===== src/logic/vds_defs.svh =====
// Register offsets, field positions, reset values and timing figures of the slicer
`ifndef VDS_DEFS_SVH
`define VDS_DEFS_SVH
`define VDS_ADR_GCFG 8'h40
`define VDS_ADR_LSEL_FIRST 8'h41
`define VDS_ADR_LSEL_LAST 8'h57
`define VDS_ADR_HORIZ_OFFSET_LOW_LO 8'h59
`define VDS_ADR_VERT_OFFSET_LOW_LO 8'h5A
`define VDS_ADR_OFF_HI 8'h5B
`define VDS_ADR_PROG_FC 8'h5C
`define VDS_ADR_STATUS 8'h5E
`define VDS_ADR_TYPE_SEL 8'h62
`define VDS_HORIZ_OFFSET_LOW_HI_MSB 2
`define VDS_VERT_OFFSET_LOW_HI_BIT 4
`define VDS_FIELD_SLICE_OFFSET_BIT 7
`define VDS_TOL_MSB 3
`define VDS_HAM_EN_BIT 4
`define VDS_LSEL_RST 8'hFF
`define VDS_REG_RST 8'h00
`define VDS_FIRST_LINE 2
`define VDS_LAST_LINE 24
`define VDS_NUM_LSEL 23
`define VDS_SEC_BYTES 56
`define VDS_NUM_SEC 2
`define VDS_CLK_HZ 100000000
`define VDS_RATE_TTX625 6937500
`define VDS_RATE_TTX525 5727200
`define VDS_RATE_CC625 500000
`define VDS_RATE_CC525 503000
`define VDS_RATE_5M 5000000
`define VDS_RATE_VITC625 1812500
`define VDS_RATE_VITC525 1789800
`define VDS_FC_TTX 24'h000027
`define VDS_FC_CC 24'h000004
`define VDS_FC_VPS 24'h009951
`define VDS_FC_WSS 24'h1E3C1F
`define VDS_FC_LEN_TTX 5'd8
`define VDS_FC_LEN_CC 5'd3
`define VDS_FC_LEN_VPS 5'd16
`define VDS_FC_LEN_WSS 5'd24
`define VDS_WIN_TTX 8'd40
`define VDS_WIN_CC 8'd24
`define VDS_WIN_VPS 8'd40
`define VDS_WIN_WSS 8'd48
`define VDS_WIN_VITC 8'd24
`define VDS_NB_TTX625 6'd42
`define VDS_NB_TTX525 6'd34
`define VDS_NB_CC 6'd2
`define VDS_NB_VPS 6'd13
`define VDS_NB_WSS 6'd2
`define VDS_NB_RAW 6'd56
`define VDS_NB_VITC 6'd9
`define VDS_HAM_BYTES 6'd2
`define VDS_PHASE_HALF 24'h800000
`endif


===== src/logic/vds_pkg.sv =====
// Types shared by the slicer
package vds_pkg;
   typedef enum logic [1:0] {
      VDS_HAM_NONE = 2'h0,
      VDS_HAM_ALWAYS = 2'h1,
      VDS_HAM_OPTIONAL = 2'h2
   } vds_ham_t;

   typedef enum logic [1:0] {
      VDS_ST_WAIT = 2'h0,
      VDS_ST_SEARCH = 2'h1,
      VDS_ST_COLLECT = 2'h3,
      VDS_ST_DONE = 2'h2
   } vds_state_t;

   typedef struct packed {
      logic [23:0] inc;
      logic [23:0] pat;
      logic [4:0] pat_len;
      logic [7:0] win;
      logic [5:0] nbytes;
      vds_ham_t ham;
   } vds_std_t;
endpackage


===== src/logic/vds_slicer.sv =====
// VBI data slicer: bit recovery, framing search, byte packing, line buffer and output FIFO
// Operation
// - During run-in the bit phase is realigned on each slice crossing not on a sampling clock, then bits are sampled and packed to bytes.
// - Sliced bytes are held in two line sections of 56 bytes each.
// - Lines 2 to 24 each take one of 16 standard codes, a 4-bit code per field from the line selection registers.
// - The line-24 code stays in force for every later line of the field until the next field starts.
// - The horizontal offset is 11 bits: upper three in the shared offset register, lower eight in their own.
// - The vertical offset is 9 bits with its top bit in bit 4 of the shared register; bit 7 there is the field offset.
// - Offsets are counted from the falling edges of the horizontal reference and the vertical timing pulse.
// - Codes 0000/0100 are teletext with framing 27h and Hamming always; 1000/1100 use a programmable framing code.
// - Codes 0001 and 0101 are closed caption at 0.500 and 0.503 Mbit/s with framing pattern 001.
// - Codes 0010/0011 are VPS and WSS at 5 Mbit/s; 0111 has no framing; 0110 slices nothing; 1011 is reserved.
// - Codes 1001 and 1010 are time codes at 1.8125 and 1.7898 Mbit/s with programmable framing.
// - A whole line fills one section before it is offered for transfer, while the other section collects.
`include "vds_defs.svh"

module vds_fifo #(
   parameter int WIDTH = 8,
   parameter int DEPTH = 32
) (
   input wire logic clock,
   input wire logic nrst,
   input wire logic in_valid,
   output logic in_ready,
   input wire logic [WIDTH-1:0] in_data,
   output logic out_valid,
   input wire logic out_ready,
   output logic [WIDTH-1:0] out_data
);
   localparam int AW = $clog2(DEPTH);
   localparam int CW = $clog2(DEPTH + 1);
   localparam logic [CW-1:0] FULL_CNT = CW'(DEPTH);
   localparam logic [AW-1:0] LAST_PTR = AW'(DEPTH - 1);

   logic [WIDTH-1:0] mem_r [DEPTH];
   logic [AW-1:0] wr_ptr_r;
   logic [AW-1:0] rd_ptr_r;
   logic [CW-1:0] cnt_r;
   logic push;
   logic pop;

   assign in_ready = cnt_r != FULL_CNT;
   assign out_valid = cnt_r != '0;
   assign out_data = mem_r[rd_ptr_r];
   assign push = in_valid && in_ready;
   assign pop = out_valid && out_ready;

   always_ff @(posedge clock) begin
      if (push) begin
         mem_r[wr_ptr_r] <= in_data;
      end
   end

   always_ff @(posedge clock or negedge nrst) begin
      if (!nrst) begin
         wr_ptr_r <= '0;
         rd_ptr_r <= '0;
         cnt_r <= '0;
      end else begin
         if (push) begin
            wr_ptr_r <= (wr_ptr_r == LAST_PTR) ? '0 : wr_ptr_r + 1'b1;
         end
         if (pop) begin
            rd_ptr_r <= (rd_ptr_r == LAST_PTR) ? '0 : rd_ptr_r + 1'b1;
         end
         if (push && !pop) begin
            cnt_r <= cnt_r + 1'b1;
         end else if (pop && !push) begin
            cnt_r <= cnt_r - 1'b1;
         end
      end
   end
endmodule

////////////////////////////////////////////////////////////////////////////////

module vds_slicer #(
   parameter int FIFO_WIDTH = 8,
   parameter int FIFO_DEPTH = 32
) (
   input wire logic clock,
   input wire logic nrst,
   input wire logic [7:0] vid_sample,
   input wire logic horiz_reference,
   input wire logic vert_timing_pulse,
   input wire logic field_id,
   input wire logic reg_wr,
   input wire logic reg_rd,
   input wire logic [7:0] reg_addr,
   input wire logic [7:0] reg_wdata,
   output logic [7:0] reg_rdata,
   output logic out_valid,
   output logic [FIFO_WIDTH-1:0] out_data,
   input wire logic out_ready,
   output logic line_avail
);
   localparam logic [6:0] SEC_BYTES = 7'(`VDS_SEC_BYTES);
   localparam logic [8:0] FIRST_LINE = 9'(`VDS_FIRST_LINE);
   localparam logic [8:0] LAST_LINE = 9'(`VDS_LAST_LINE);

   function automatic logic [23:0] vds_inc(input longint rate);
      vds_inc = 24'((rate * 64'd16777216) / `VDS_CLK_HZ);
   endfunction

   // Uncorrectable or flagged byte of a Hamming 8/4 protected field
   function automatic logic vds_ham_bad(input logic [7:0] b);
      vds_ham_bad = !((b[0] ^ b[1] ^ b[5] ^ b[7]) && (b[1] ^ b[2] ^ b[3] ^ b[7]) &&
                      (b[1] ^ b[3] ^ b[4] ^ b[5]) && (^b));
   endfunction

   function automatic vds_pkg::vds_std_t vds_lookup(input logic [3:0] code, input logic [7:0] prog);
      vds_pkg::vds_std_t s;
      s = '0;
      case (code)
         4'h0: s = '{vds_inc(`VDS_RATE_TTX625), `VDS_FC_TTX, `VDS_FC_LEN_TTX, `VDS_WIN_TTX,
                     `VDS_NB_TTX625, vds_pkg::VDS_HAM_ALWAYS};
         4'h4: s = '{vds_inc(`VDS_RATE_TTX525), `VDS_FC_TTX, `VDS_FC_LEN_TTX, `VDS_WIN_TTX,
                     `VDS_NB_TTX525, vds_pkg::VDS_HAM_ALWAYS};
         4'h8: s = '{vds_inc(`VDS_RATE_TTX625), {16'h0000, prog}, `VDS_FC_LEN_TTX, `VDS_WIN_TTX,
                     `VDS_NB_TTX625, vds_pkg::VDS_HAM_OPTIONAL};
         4'hC: s = '{vds_inc(`VDS_RATE_TTX525), {16'h0000, prog}, `VDS_FC_LEN_TTX, `VDS_WIN_TTX,
                     `VDS_NB_TTX525, vds_pkg::VDS_HAM_OPTIONAL};
         4'h1: s = '{vds_inc(`VDS_RATE_CC625), `VDS_FC_CC, `VDS_FC_LEN_CC, `VDS_WIN_CC,
                     `VDS_NB_CC, vds_pkg::VDS_HAM_NONE};
         4'h5: s = '{vds_inc(`VDS_RATE_CC525), `VDS_FC_CC, `VDS_FC_LEN_CC, `VDS_WIN_CC,
                     `VDS_NB_CC, vds_pkg::VDS_HAM_NONE};
         4'h2: s = '{vds_inc(`VDS_RATE_5M), `VDS_FC_VPS, `VDS_FC_LEN_VPS, `VDS_WIN_VPS,
                     `VDS_NB_VPS, vds_pkg::VDS_HAM_NONE};
         4'h3: s = '{vds_inc(`VDS_RATE_5M), `VDS_FC_WSS, `VDS_FC_LEN_WSS, `VDS_WIN_WSS,
                     `VDS_NB_WSS, vds_pkg::VDS_HAM_NONE};
         // Raw data: no framing, window off, section filled from the second sampled bit
         4'h7: s = '{vds_inc(`VDS_RATE_5M), 24'h000000, 5'd0, 8'd0,
                     `VDS_NB_RAW, vds_pkg::VDS_HAM_NONE};
         4'h9: s = '{vds_inc(`VDS_RATE_VITC625), {16'h0000, prog}, `VDS_FC_LEN_TTX, `VDS_WIN_VITC,
                     `VDS_NB_VITC, vds_pkg::VDS_HAM_NONE};
         4'hA: s = '{vds_inc(`VDS_RATE_VITC525), {16'h0000, prog}, `VDS_FC_LEN_TTX, `VDS_WIN_VITC,
                     `VDS_NB_VITC, vds_pkg::VDS_HAM_NONE};
         // Video, reserved and unlisted codes slice nothing
         default: s = '0;
      endcase
      return s;
   endfunction

   ////////////////////////////////////////////////////////////////////////////////
   // Registers

   logic [7:0] gcfg_r;
   logic [7:0] lsel_r [`VDS_NUM_LSEL];
   logic [7:0] horiz_offset_low_lo_r;
   logic [7:0] vert_offset_low_lo_r;
   logic [7:0] off_hi_r;
   logic [7:0] prog_fc_r;
   logic [7:0] type_sel_r;
   logic [3:0] last_err_r;
   logic [1:0] sec_full_r;
   logic [7:0] lsel_idx;
   logic [10:0] horiz_offset_low;
   logic [8:0] vert_offset_low;

   assign lsel_idx = reg_addr - `VDS_ADR_LSEL_FIRST;
   assign horiz_offset_low = {off_hi_r[`VDS_HORIZ_OFFSET_LOW_HI_MSB:0], horiz_offset_low_lo_r};
   assign vert_offset_low = {off_hi_r[`VDS_VERT_OFFSET_LOW_HI_BIT], vert_offset_low_lo_r};

   always_ff @(posedge clock or negedge nrst) begin
      if (!nrst) begin
         gcfg_r <= `VDS_REG_RST;
         horiz_offset_low_lo_r <= `VDS_REG_RST;
         vert_offset_low_lo_r <= `VDS_REG_RST;
         off_hi_r <= `VDS_REG_RST;
         prog_fc_r <= `VDS_REG_RST;
         type_sel_r <= `VDS_REG_RST;
         for (int i = 0; i < `VDS_NUM_LSEL; i++) begin
            lsel_r[i] <= `VDS_LSEL_RST;
         end
      end else if (reg_wr) begin
         case (reg_addr)
            `VDS_ADR_GCFG: gcfg_r <= reg_wdata;
            `VDS_ADR_HORIZ_OFFSET_LOW_LO: horiz_offset_low_lo_r <= reg_wdata;
            `VDS_ADR_VERT_OFFSET_LOW_LO: vert_offset_low_lo_r <= reg_wdata;
            `VDS_ADR_OFF_HI: off_hi_r <= reg_wdata;
            `VDS_ADR_PROG_FC: prog_fc_r <= reg_wdata;
            `VDS_ADR_TYPE_SEL: type_sel_r <= reg_wdata;
            default: begin
               if (reg_addr >= `VDS_ADR_LSEL_FIRST && reg_addr <= `VDS_ADR_LSEL_LAST) begin
                  lsel_r[lsel_idx[4:0]] <= reg_wdata;
               end
            end
         endcase
      end
   end

   always_ff @(posedge clock or negedge nrst) begin
      if (!nrst) begin
         reg_rdata <= 8'h00;
      end else if (reg_rd) begin
         case (reg_addr)
            `VDS_ADR_GCFG: reg_rdata <= gcfg_r;
            `VDS_ADR_HORIZ_OFFSET_LOW_LO: reg_rdata <= horiz_offset_low_lo_r;
            `VDS_ADR_VERT_OFFSET_LOW_LO: reg_rdata <= vert_offset_low_lo_r;
            `VDS_ADR_OFF_HI: reg_rdata <= off_hi_r;
            `VDS_ADR_PROG_FC: reg_rdata <= prog_fc_r;
            `VDS_ADR_TYPE_SEL: reg_rdata <= type_sel_r;
            `VDS_ADR_STATUS: reg_rdata <= {sec_full_r, 2'h0, last_err_r};
            default: begin
               if (reg_addr >= `VDS_ADR_LSEL_FIRST && reg_addr <= `VDS_ADR_LSEL_LAST) begin
                  reg_rdata <= lsel_r[lsel_idx[4:0]];
               end else begin
                  reg_rdata <= 8'h00;
               end
            end
         endcase
      end
   end

   ////////////////////////////////////////////////////////////////////////////////
   // Line and field timing

   logic horiz_reference_q_r;
   logic vt_q_r;
   logic h_fall;
   logic v_fall;
   logic [8:0] line_cnt_r;
   logic [8:0] lnum;
   logic fld;
   logic [8:0] lsel_pos;
   logic [7:0] lsel_byte;
   logic [3:0] code_next;

   assign h_fall = horiz_reference_q_r && !horiz_reference;
   assign v_fall = vt_q_r && !vert_timing_pulse;
   assign lnum = line_cnt_r - vert_offset_low;
   assign fld = field_id ^ off_hi_r[`VDS_FIELD_SLICE_OFFSET_BIT];
   // Lines past 24 keep the line-24 choice until the field restarts
   assign lsel_pos = (lnum > LAST_LINE) ? LAST_LINE - FIRST_LINE : lnum - FIRST_LINE;
   assign lsel_byte = lsel_r[lsel_pos[4:0]];

   always_comb begin
      if (line_cnt_r < vert_offset_low || lnum < FIRST_LINE) begin
         code_next = 4'hF;
      end else begin
         code_next = fld ? lsel_byte[7:4] : lsel_byte[3:0];
      end
   end

   always_ff @(posedge clock or negedge nrst) begin
      if (!nrst) begin
         horiz_reference_q_r <= 1'b0;
         vt_q_r <= 1'b0;
         line_cnt_r <= 9'h000;
      end else begin
         horiz_reference_q_r <= horiz_reference;
         vt_q_r <= vert_timing_pulse;
         if (v_fall) begin
            line_cnt_r <= 9'h000;
         end else if (h_fall && line_cnt_r != 9'h1FF) begin
            line_cnt_r <= line_cnt_r + 1'b1;
         end
      end
   end

   ////////////////////////////////////////////////////////////////////////////////
   // Bit recovery, framing search and byte packing

   vds_pkg::vds_std_t std_r;
   vds_pkg::vds_state_t state_r;
   logic [10:0] hcnt_r;
   logic [7:0] vmin_r;
   logic [7:0] vmax_r;
   logic [8:0] thr_sum;
   logic bit_now;
   logic bit_q_r;
   logic [23:0] phase_r;
   logic [24:0] phase_sum;
   logic sample;
   logic [23:0] sr_r;
   logic [23:0] sr_nxt;
   logic [7:0] bitcnt_r;
   logic [2:0] bitpos_r;
   logic [5:0] bcnt_r;
   logic [3:0] errs_r;
   logic [3:0] errs_nxt;
   logic ham_on;
   logic err_now;
   logic byte_done;
   logic framed;
   logic sec_w_r;
   logic [7:0] sec_mem_r [`VDS_NUM_SEC * `VDS_SEC_BYTES];
   logic [5:0] sec_len_r [`VDS_NUM_SEC];
   logic commit;
   logic sec_r_r;
   logic [5:0] rptr_r;
   logic drain;
   logic fifo_in_ready;
   logic [6:0] wr_index;
   logic [6:0] rd_index;

   assign thr_sum = {1'b0, vmin_r} + {1'b0, vmax_r};
   assign bit_now = vid_sample > thr_sum[8:1];
   assign phase_sum = {1'b0, phase_r} + {1'b0, std_r.inc};
   assign sample = phase_sum[24];
   assign sr_nxt = {bit_now, sr_r[23:1]};
   assign framed = (std_r.pat_len == 5'd0) ||
                   ((bitcnt_r + 8'd1 >= {3'b000, std_r.pat_len}) &&
                    ((sr_nxt >> (5'd24 - std_r.pat_len)) == std_r.pat));
   assign ham_on = (std_r.ham == vds_pkg::VDS_HAM_ALWAYS) ||
                   (std_r.ham == vds_pkg::VDS_HAM_OPTIONAL && type_sel_r[`VDS_HAM_EN_BIT]);
   assign byte_done = state_r == vds_pkg::VDS_ST_COLLECT && sample && bitpos_r == 3'd7;
   assign err_now = ham_on && bcnt_r < `VDS_HAM_BYTES && vds_ham_bad(sr_nxt[23:16]);
   assign errs_nxt = errs_r + {3'b000, err_now};
   // Only complete lines with tolerable errors reach a section
   assign commit = byte_done && bcnt_r == std_r.nbytes - 6'd1 &&
                   errs_nxt <= gcfg_r[`VDS_TOL_MSB:0] && !sec_full_r[sec_w_r];
   assign wr_index = (sec_w_r ? SEC_BYTES : 7'd0) + {1'b0, bcnt_r};
   assign rd_index = (sec_r_r ? SEC_BYTES : 7'd0) + {1'b0, rptr_r};

   always_ff @(posedge clock or negedge nrst) begin
      if (!nrst) begin
         state_r <= vds_pkg::VDS_ST_DONE;
         std_r <= '0;
         hcnt_r <= 11'h000;
      end else if (h_fall) begin
         state_r <= vds_pkg::VDS_ST_WAIT;
         std_r <= vds_lookup(code_next, prog_fc_r);
         hcnt_r <= 11'h000;
      end else begin
         case (state_r)
            vds_pkg::VDS_ST_WAIT: begin
               hcnt_r <= hcnt_r + 1'b1;
               if (std_r.nbytes == 6'd0) begin
                  state_r <= vds_pkg::VDS_ST_DONE;
               end else if (hcnt_r == horiz_offset_low) begin
                  state_r <= vds_pkg::VDS_ST_SEARCH;
               end
            end
            vds_pkg::VDS_ST_SEARCH: begin
               if (sample && framed) begin
                  state_r <= vds_pkg::VDS_ST_COLLECT;
               end else if (sample && bitcnt_r + 8'd1 >= std_r.win) begin
                  state_r <= vds_pkg::VDS_ST_DONE;
               end
            end
            vds_pkg::VDS_ST_COLLECT: begin
               if (byte_done && bcnt_r == std_r.nbytes - 6'd1) begin
                  state_r <= vds_pkg::VDS_ST_DONE;
               end
            end
            default: state_r <= vds_pkg::VDS_ST_DONE;
         endcase
      end
   end

   always_ff @(posedge clock or negedge nrst) begin
      if (!nrst) begin
         vmin_r <= 8'hFF;
         vmax_r <= 8'h00;
         bit_q_r <= 1'b0;
         phase_r <= 24'h000000;
         sr_r <= 24'h000000;
         bitcnt_r <= 8'h00;
      end else if (state_r == vds_pkg::VDS_ST_WAIT) begin
         vmin_r <= 8'hFF;
         vmax_r <= 8'h00;
         bit_q_r <= 1'b0;
         phase_r <= `VDS_PHASE_HALF;
         sr_r <= 24'h000000;
         bitcnt_r <= 8'h00;
      end else begin
         bit_q_r <= bit_now;
         if (state_r == vds_pkg::VDS_ST_SEARCH) begin
            if (vid_sample < vmin_r) begin
               vmin_r <= vid_sample;
            end
            if (vid_sample > vmax_r) begin
               vmax_r <= vid_sample;
            end
         end
         // Run-in edges pull the sampling point to mid-bit
         if (state_r == vds_pkg::VDS_ST_SEARCH && bit_now != bit_q_r && !sample) begin
            phase_r <= `VDS_PHASE_HALF;
         end else begin
            phase_r <= phase_sum[23:0];
         end
         if (sample) begin
            sr_r <= sr_nxt;
            if (bitcnt_r != 8'hFF) begin
               bitcnt_r <= bitcnt_r + 1'b1;
            end
         end
      end
   end

   always_ff @(posedge clock or negedge nrst) begin
      if (!nrst) begin
         bitpos_r <= 3'd0;
         bcnt_r <= 6'd0;
         errs_r <= 4'h0;
      end else if (state_r != vds_pkg::VDS_ST_COLLECT) begin
         bitpos_r <= 3'd0;
         bcnt_r <= 6'd0;
         errs_r <= 4'h0;
      end else if (sample) begin
         bitpos_r <= bitpos_r + 1'b1;
         if (byte_done) begin
            bcnt_r <= bcnt_r + 1'b1;
            errs_r <= errs_nxt;
         end
      end
   end

   always_ff @(posedge clock) begin
      if (byte_done && !sec_full_r[sec_w_r]) begin
         sec_mem_r[wr_index] <= sr_nxt[23:16];
      end
   end

   ////////////////////////////////////////////////////////////////////////////////
   // Two-section line buffer, drained into the output FIFO

   always_ff @(posedge clock or negedge nrst) begin
      if (!nrst) begin
         sec_w_r <= 1'b0;
         sec_r_r <= 1'b0;
         sec_full_r <= 2'b00;
         rptr_r <= 6'd0;
         last_err_r <= 4'h0;
         for (int i = 0; i < `VDS_NUM_SEC; i++) begin
            sec_len_r[i] <= 6'd0;
         end
      end else begin
         if (byte_done && bcnt_r == std_r.nbytes - 6'd1) begin
            last_err_r <= errs_nxt;
         end
         // Commit never targets the section being drained, so the set is never lost
         if (commit) begin
            sec_full_r[sec_w_r] <= 1'b1;
            sec_len_r[sec_w_r] <= std_r.nbytes;
            sec_w_r <= !sec_w_r;
         end
         if (drain) begin
            if (rptr_r == sec_len_r[sec_r_r] - 6'd1) begin
               sec_full_r[sec_r_r] <= 1'b0;
               sec_r_r <= !sec_r_r;
               rptr_r <= 6'd0;
            end else begin
               rptr_r <= rptr_r + 1'b1;
            end
         end
      end
   end

   assign drain = sec_full_r[sec_r_r] && fifo_in_ready;

   logic fifo_out_valid;
   logic fifo_out_ready;
   logic [FIFO_WIDTH-1:0] fifo_out_data;

   vds_fifo #(
      .WIDTH(FIFO_WIDTH),
      .DEPTH(FIFO_DEPTH)
   ) u_fifo (
      .clock(clock),
      .nrst(nrst),
      .in_valid(drain),
      .in_ready(fifo_in_ready),
      .in_data(FIFO_WIDTH'(sec_mem_r[rd_index])),
      .out_valid(fifo_out_valid),
      .out_ready(fifo_out_ready),
      .out_data(fifo_out_data)
   );

   assign fifo_out_ready = !out_valid || out_ready;

   always_ff @(posedge clock or negedge nrst) begin
      if (!nrst) begin
         out_valid <= 1'b0;
         out_data <= '0;
         line_avail <= 1'b0;
      end else begin
         line_avail <= |sec_full_r;
         if (fifo_out_ready) begin
            out_valid <= fifo_out_valid;
            out_data <= fifo_out_data;
         end
      end
   end
endmodule


===== config.mk =====
export PLATFORM = sky130hd
export DESIGN_NAME = vds_slicer
export DESIGN_NICKNAME = d
export VERILOG_FILES = /design/src/logic/vds_pkg.sv /design/src/logic/vds_slicer.sv
export VERILOG_INCLUDE_DIRS = /design/src /design/src/logic
export SDC_FILE = /design/constraint.sdc
export NUM_CORES = 2
export LEC_CHECK = 0
export BUFFER_PORTS_ARGS = -buffer_cell sky130_fd_sc_hd__buf_2
export CAP_MARGIN = 20
export CORE_MARGIN = 8
export CORE_UTILIZATION = 35
export CTS_CLUSTER_SIZE = 12
export DETAILED_ROUTE_END_ITERATION = 10
export HOLD_SLACK_MARGIN = 0.02
export SYNTH_ARGS = -nofsm -noshare
export SYNTH_HDL_FRONTEND = slang
export SYNTH_HIERARCHICAL = 1
export SYNTH_SLANG_ARGS = --single-unit
export TNS_END_PERCENT = 1

===== constraint.sdc =====
create_clock -name clock -period 8.1 [get_ports clock]
set_input_delay 1.215 -clock clock [delete_from_list [all_inputs] [get_ports clock]]
set_output_delay 1.215 -clock clock [all_outputs]
set_load 0.01 [all_outputs]

Yosys cells after proc, flatten, opt, wreduce, memory -nomap -nowiden
Memories as Yosys holds them, arrays and structs flattened. A register that Yosys moved wholly into a read port is not among the register bits.
Index checks and enable logic that the tools add are counted.
Word-level totals
  flip-flop bits (word level): 463
  latch bits: 0
  bits in writable memories: 1152
  memory bits (read-only): 0
  bits of input ports: 32
  output and inout bits: 18
  logic and storage cells: 314
  memories: 2
Cells by class
  $add $sub $neg: 21
  $mul: 0
  divide/modulo/power cells: 0
  $lt $le $gt $ge: 22
  eq/ne operators: 36
  shifts and indexed selects: 1
  mux-type cells: 76
  bitwise operators: 18
  reductions and logical operators: 76
Memories
  sec_mem_r: depth 112, bits a word 8, rd ports 1, clocked after Yosys merged registers in 0, wr ports 1, line vds_slicer.sv:287  | logic [7:0] sec_mem_r [`VDS_NUM_SEC * `VDS_SEC_BYTES];
  u_fifo.mem_r: depth 32, bits a word 8, rd ports 1, clocked after Yosys merged registers in 1, wr ports 1, line vds_slicer.sv:35  | logic [WIDTH-1:0] mem_r [DEPTH];
Operators by type and width (count)
  $pmux 66 s11: 1
  $bwmux 184: 1
  $mux 8: 15
  $mux 24: 4
  $bmux 8 s5: 2
  $mux 6: 12
  $eq 8x7->1 const B: 7
  $pmux 8 s7: 1
  $demux 8 s5: 1
  $logic_and 1x1->1: 30
  $add 24x24->25: 1
  $eq 24x24->1: 1
  $shr 24x5->24: 1
  $mux 11: 2
  $reduce_and 2->1: 11
  $mux 4: 5
  $reduce_bool 2->1: 10
  $add 6x1->6 const B: 3
  $mux 2: 9
  $mux 9: 2
  $sub 6x1->6 const B: 3
  $eq 4x4->1 const B: 4
  $gt 8x8->1: 2
  $mux 5: 3
  68 further kinds: 119

Logic depth before layout (Yosys ltp)
  word-level depth: 16
  mapped depth: 30
  gate-level depth less buffers: 29

Modules after synthesis
Netlist, hierarchy kept.
Modules (own cells, without submodules)
  vds_slicer: times used 1, cells an instance 4159, area an instance 60210.2 um2, sequential area each 37832.5 um2
  vds_fifo: times used 1, cells an instance 616, area an instance 11115.7 um2, sequential area each 8087.8 um2

Worst setup path before layout
No wires, ideal clock.
  path kind: register -> register
  from: register vmin_r[1]
  to: register sec_len_r[10] (netlist bit)
  library setup time: 125 ps
  arrival time: 6282 ps
  data required time: 7975 ps
  slack: 1694 ps
  cell stages (with the launch flop): 29
  path buffers: 1
  period minus slack after synthesis: 6406 ps
  cell sequence: dfstp_2 ha_1 a21o_1 a21oi_1 o21bai_1 a21oi_1 o21bai_1 a21oi_1 xor2_1 ha_1 a21o_1 a21oi_1 a21oi_1 nand2_1 inv_1 o211ai_1 o21ai_0 a21oi_1 ha_1 ha_1 ha_1 nor2b_1 o21ai_0 nand2b_1 a21oi_1 a41o_1 nand4_1 clkbuf_1 mux2_2
On the way
  word-level cells in the longest chain between the ends: 12
  elaborated cells between the ends (all ways): 14
  those cells by class: add/sub: 2; order compare: 2; bitwise: 2; reduce/logical: 8
RTL lines
  start, declared: line vds_slicer.sv:267  | logic [7:0] vmin_r;
  start signal, assigned: line vds_slicer.sv:371  | vmin_r <= vid_sample;
  $add 8x8->9 (*): line vds_slicer.sv:297  | assign thr_sum = {1'b0, vmin_r} + {1'b0, vmax_r};
  $gt 8x8->1 (*): line vds_slicer.sv:298  | assign bit_now = vid_sample > thr_sum[8:1];
  net bit_now: line vds_slicer.sv:270  | logic bit_now;
  $xor 1x1->1: line vds_slicer.sv:107  | vds_ham_bad = !((b[0] ^ b[1] ^ b[5] ^ b[7]) && (b[1] ^ b[2] ^ b[3] ^ b[7]) &&
  $logic_and 1x1->1 (2 in a row): line vds_slicer.sv:107
  $logic_and 1x1->1 (*): line vds_slicer.sv:108  | (b[1] ^ b[3] ^ b[4] ^ b[5]) && (^b));
  $logic_not 1->1 (*): line vds_slicer.sv:107
  $logic_and 1x1->1 (*): line vds_slicer.sv:308  | assign err_now = ham_on && bcnt_r < `VDS_HAM_BYTES && vds_ham_bad(sr_nxt[23:16]);
  $add 4x1->4 (*): line vds_slicer.sv:309  | assign errs_nxt = errs_r + {3'b000, err_now};
  net errs_nxt[1]: line vds_slicer.sv:281  | logic [3:0] errs_nxt;
  $le 4x4->1 (*): line vds_slicer.sv:312  | errs_nxt <= gcfg_r[`VDS_TOL_MSB:0] && !sec_full_r[sec_w_r];
  $logic_and 1x1->1 (*) (2 in a row): line vds_slicer.sv:311  | assign commit = byte_done && bcnt_r == std_r.nbytes - 6'd1 &&
  end signal, assigned by index: line vds_slicer.sv:436  | sec_len_r[sec_w_r] <= std_r.nbytes;
  end, declared: line vds_slicer.sv:288  | logic [5:0] sec_len_r [`VDS_NUM_SEC];
The timed path passes the listed nets; every way through them passes the cells marked *.
A chain may end at the register's enable or synchronous reset.

Worst setup path in the final report
  from: register line_cnt_r[0]
  to: register std_r[23] (netlist bit)
On the way
  word-level cells in the longest chain between the ends: 11
  elaborated cells between the ends (all ways): 25
  those cells by class: add/sub: 2; order compare: 3; eq/ne: 10; mux: 7; bitwise: 1; reduce/logical: 2
RTL lines
  start, declared: line vds_slicer.sv:222  | logic [8:0] line_cnt_r;
  start signal, assigned: line vds_slicer.sv:256  | line_cnt_r <= line_cnt_r + 1'b1;
  $sub 9x9->9: line vds_slicer.sv:231  | assign lnum = line_cnt_r - vert_offset_low;
  $gt 9x5->1 or $sub 5x2->5 (tied branches): line vds_slicer.sv:234  | assign lsel_pos = (lnum > LAST_LINE) ? LAST_LINE - FIRST_LINE : lnum - FIRST_LINE;
  $mux 5: line vds_slicer.sv:234
  $not 5->6 (implied by the code): line vds_slicer.sv:235  | assign lsel_byte = lsel_r[lsel_pos[4:0]];
  $bmux 8 s5: line vds_slicer.sv:235
  $mux 8 (implied by the code) (2 in a row): line vds_slicer.sv:235
  $mux 4: line vds_slicer.sv:241  | code_next = fld ? lsel_byte[7:4] : lsel_byte[3:0];
  $mux 4 (*): line vds_slicer.sv:238  | if (line_cnt_r < vert_offset_low || lnum < FIRST_LINE) begin
  $eq 4x4->1, or another cell as far along: line vds_slicer.sv:114  | case (code)
  $pmux 66 s11 (*): line vds_slicer.sv:114
  end signal, assigned: line vds_slicer.sv:323  | std_r <= vds_lookup(code_next, prog_fc_r);
  end, declared: line vds_slicer.sv:264  | vds_pkg::vds_std_t std_r;
Mark *: on every way between the ends. The rest lies on a longest branch, timed or not. The select of a mux whose other input is x is not followed.

==> impl_results.rst <==
.. list-table::
   :header-rows: 1

   * - Metric
     - Value
   * - Site Rows
     - 165
   * - Worst clock skew
     - 61.1 ps
   * - Layout net count
     - 4945
   * - Post-Synthesis Mean Instance Area
     - 14.9 um^2
   * - Number of buffers added by the clock tree synthesis step
     - 167
   * - Number of global-route vias before repair
     - 42.0k
   * - Worst Setup Slack, final
     - 1670 ps
   * - Hold path cells
     - 2
   * - Flip-flop and latch count after synthesis
     - 1595
   * - Layout cell share with drive strength beyond 1
     - 22.5%
   * - Area growth, synth to finish
     - 12.0%
   * - Clock-pin transition on the worst setup and hold timing paths
     - 60 ps
   * - Detailed-routing iteration count for the pre-antenna-repair pass
     - 6
   * - Post-route antenna net violation count
     - 0
   * - FF/Latch Area
     - 0.0460 mm^2
   * - Top cell type by total area after synthesis
     - sky130_fd_sc_hd__edfxtp_1
   * - Cells after synthesis
     - 4775
   * - Worst hold slack across all endpoints
     - 487 ps
   * - Final Max Slew Viols
     - 0
   * - Share of synthesized flip-flops with an asynchronous set or reset
     - 27.8%
   * - CP max FO
     - 19
   * - # fillers
     - 18.6k
   * - Most frequent cells in the layout
     - sky130_fd_sc_hd__edfxtp_1 (1152), sky130_fd_sc_hd__nor2_1 (340), sky130_fd_sc_hd__nand2_1 (298)
   * - Worst R2R Path Depth
     - 16
   * - Die Ht
     - 467 um
   * - Clock Tree Root
     - sky130_fd_sc_hd__clkbuf_16
   * - RSZ-0062 raised after global routing
     - no
   * - Sort of element at the end of the critical path
     - flip-flop
   * - Commonest non-fill, non-tap cell in the layout
     - sky130_fd_sc_hd__edfxtp_1
   * - Total design power
     - 27.8 mW
   * - Via density
     - 5.55
   * - Final critical-path share of the clock period
     - 79.3%
   * - Post-CTS Setup Repair Bufs
     - 0
   * - Post-detailed-placement half-perimeter wirelength
     - 115 mm
   * - Critical R2R Capture
     - std_r[23]$_DFFE_PN0P_
   * - Core outline area
     - 0.202 mm^2
   * - Combinational Power Share
     - 33.6%
   * - CP Data Arrival Time
     - 7160 ps
   * - Final estimated routing congestion in global placement
     - 0.906
   * - Remaining global-route overflow
     - 0
   * - Reported leakage power
     - 26.6 nW
   * - Min-Delay Path Class
     - reg2reg
   * - Fraction of power consumed by the clock network
     - 26.6%
   * - Final critical-path required period
     - 6430 ps
   * - Startpoint of the worst hold path
     - sec_len_r[8]$_DFFE_PN0P_
   * - IO Count
     - 50
   * - Syn nets
     - 4924
   * - Seq/Total Area, Yosys
     - 64.4%
   * - Pre-CTS WS
     - 1620 ps
   * - Data required time of the worst path
     - 8840 ps
   * - Fmax achieved
     - 156 MHz
   * - Initial standard-cell utilization of the core
     - 35.3%
   * - Max clock buf depth
     - 3
   * - Number of different library cells in the post-synthesis netlist
     - 113
   * - Number of buffers added on ports
     - 49
   * - Number of DRC markers after the initial detailed-route iteration
     - 4142
   * - TritonCTS clock tree
     - done
   * - Max cap viols
     - 0
   * - Routed wire per std cell
     - 23.9 um
   * - Final Hold Fails
     - 0
   * - Worst Tran Pin Value
     - 1130 ps
   * - Hold buffer count at CTS
     - 0
   * - Top cell type's share of synthesized area
     - 48.5%
   * - Worst relative slew slack
     - 24.8%
   * - Pin count of the biggest net entering global routing
     - 136
   * - Net switching fraction of the power
     - 35.9%
   * - Largest voltage drop on the vdd net
     - 0.479 mV
   * - Global-route usage over all layers
     - 16.2%
   * - Biggest area contributors in the synthesized netlist
     - sky130_fd_sc_hd__edfxtp_1 (49%), sky130_fd_sc_hd__dfrtp_1 (8.8%), sky130_fd_sc_hd__dfstp_2 (7.1%), sky130_fd_sc_hd__mux4_2 (7.0%), sky130_fd_sc_hd__mux2_2 (4.2%)
   * - FF-to-FF setup slack
     - 1670 ps
   * - CTS H-tree depth
     - 4
   * - Global-route wire length before repair
     - 274 mm
   * - Internal portion of total power
     - 17.8 mW
   * - Initial antenna violation count
     - 4
   * - End of the worst hold path
     - sec_len_r[8]$_DFFE_PN0P_
   * - Post-detailed-routing wire length
     - 182 mm
   * - Synth Flop Type
     - sky130_fd_sc_hd__edfxtp_1
   * - Mapped Area
     - 0.0713 mm^2
   * - Gates resized, CTS repair
     - 0
   * - Horiz. Die Dim
     - 467 um
   * - Final core area utilization
     - 39.5%
   * - Switching power summed over all nets
     - 9.97 mW
   * - Share of total power in sequential cells
     - 39.8%
   * - Result of the run
     - finished clean
   * - Number of flops mapped to enable cells by yosys
     - 1152
   * - Type of element launching the critical path
     - flip-flop
   * - Pwr dens
     - 348 mW/mm^2
   * - Number of vias after detailed routing
     - 42.1k
   * - Clock sink count
     - 1595
   * - Worst skew pair latency
     - 830 ps
   * - Critical path class
     - reg2reg
   * - Sum of negative setup slack
     - 0 ps
   * - Combined area of the multi-input logic cells
     - 0.0239 mm^2
   * - Die footprint
     - 0.218 mm^2
   * - DRC violation count after routing
     - 0
   * - Number of setup violations in the final report
     - 0
   * - Worst flop-to-flop path startpoint
     - line_cnt_r[0]$_DFFE_PN0P_
   * - Synthesis warning total
     - 6
-- worst max-delay path by stage --
stage | startpoint | endpoint | slack [ps] | cells past startpoint
floorplan | vmin_r[1]$_DFFE_PN1P_ | sec_len_r[10]$_DFFE_PN0P_ | 1690 | 28
global placement | vmin_r[1]$_DFFE_PN1P_ | sec_len_r[10]$_DFFE_PN0P_ | 1640 | 27
detailed placement | vmin_r[1]$_DFFE_PN1P_ | sec_len_r[3]$_DFFE_PN0P_ | 1620 | 27
CTS | vmin_r[1]$_DFFE_PN1P_ | sec_len_r[3]$_DFFE_PN0P_ | 1600 | 27
global route | vmax_r[0]$_DFFE_PN0P_ | sec_len_r[11]$_DFFE_PN0P_ | 1090 | 28
finish | line_cnt_r[0]$_DFFE_PN0P_ | std_r[23]$_DFFE_PN0P_ | 1670 | 16
-- worst max-delay path: stages, from the launching register on --
cell	delay (ps)
sky130_fd_sc_hd__dfrtp_1	390
sky130_fd_sc_hd__inv_1	70
sky130_fd_sc_hd__ha_2	180
sky130_fd_sc_hd__fa_1	670
sky130_fd_sc_hd__ha_1	970
sky130_fd_sc_hd__inv_1	220
sky130_fd_sc_hd__a31oi_2	400
sky130_fd_sc_hd__nand2_1	380
sky130_fd_sc_hd__buf_4	390
sky130_fd_sc_hd__a32oi_1	190
sky130_fd_sc_hd__a211oi_1	100
sky130_fd_sc_hd__o311a_1	350
sky130_fd_sc_hd__o311ai_4	690
sky130_fd_sc_hd__nor2_2	130
sky130_fd_sc_hd__a221oi_4	790
sky130_fd_sc_hd__and2_4	290
sky130_fd_sc_hd__a221o_1	150
-- state kept, by name, indices dropped and copies added (netlist names), 9 cells and up --
| signal | count |
|---|---|
| phase_r | 24 |
| hcnt_r | 11 |
| lsel_r | 184 |
| sec_len_r | 12 |
| line_cnt_r | 9 |
| sec_mem_r | 896 |
| sr_r | 23 |
| std_r | 42 |
| u_fifo/mem_r | 256 |
-- cells in the mapped netlist (all sizes together) (24+ instances only) --
master,number
mux2i,270
dfrtp,250
mux4,233
mux2,269
and3,29
a211oi,28
clkbuf,207
a21o,26
buf,75
a221oi,29
o21ai,105
dfstp,193
a21oi,183
nor3,52
nand4,24
a22oi,53
a31oi,42
o221ai,84
xnor2,71
xor2,53
ha,111
nor2b,25
nand3,123
edfxtp,1152
nand2b,25
a22o,34
nand2,303
o22ai,41
o211ai,27
nor2,347
inv,87
-- routing by layer --
| metal | global-route usage [%] | part of all wire (%) | up-vias |
|---|---|---|---|
| met5 | 0 | 0 | - |
| met4 | 4.16 | 2.4 | 0 |
| met3 | 3.05 | 6.4 | 290 |
| met2 | 25.5 | 46 | 1440 |
| met1 | 23.2 | 45 | 21815 |
| li1 | - | - | 18588 |
-- per-stage QoR --
step / instances / instance area [um^2]
after global routing: 7595 / 79900
after floorplan: 4775 / 71300
after CTS: 7589 / 79800
after detailed placement: 7294 / 74500
final: 7596 / 79900
after global placement: 7292 / 74500
-- final cells by class --
| type | instances | share of cell area, % |
|---|---|---|
| inverter | 89 | 0.421 |
| clock buffer | 247 | 5.76 |
| clock inverter | 48 | 0.838 |
| timing repair buffer | 134 | 1.31 |
| tap | 2672 | 4.18 |
| multi-input combinational | 2809 | 30.0 |
| antenna | 2 | 0.00626 |
| sequential | 1595 | 57.5 |
-- power by group through the flow --
stage | Combinational (mW) | Clock (mW) | Sequential (mW)
after global routing | 10.1 | 7.86 | 11.1
after detailed placement | 9.18 | 0 | 11.3
after global placement | 9.03 | 0 | 11.2
after CTS | 9.22 | 7.55 | 11.1
final | 9.34 | 7.38 | 11.1
after floorplan | 6.11 | 0 | 11.0
-- cell families (layout without fill, tap and decap cells) --
logic type / Yosys count / after routing / synth area share, %
muxes: 772 / 772 / 15.5
AOI/OAI and AO/OA: 777 / 777 / 7.68
other: 0 / 2 / 0
DFF: 1595 / 1595 / 64.4
adders and majority gates: 117 / 117 / 2.12
and+or+nand+nor: 1018 / 1018 / 6.63
xor gates and xnor gates: 125 / 125 / 1.56
buffers and inverters: 371 / 518 / 2.17
No activity file was read; power rests on OpenSTA's default activity.
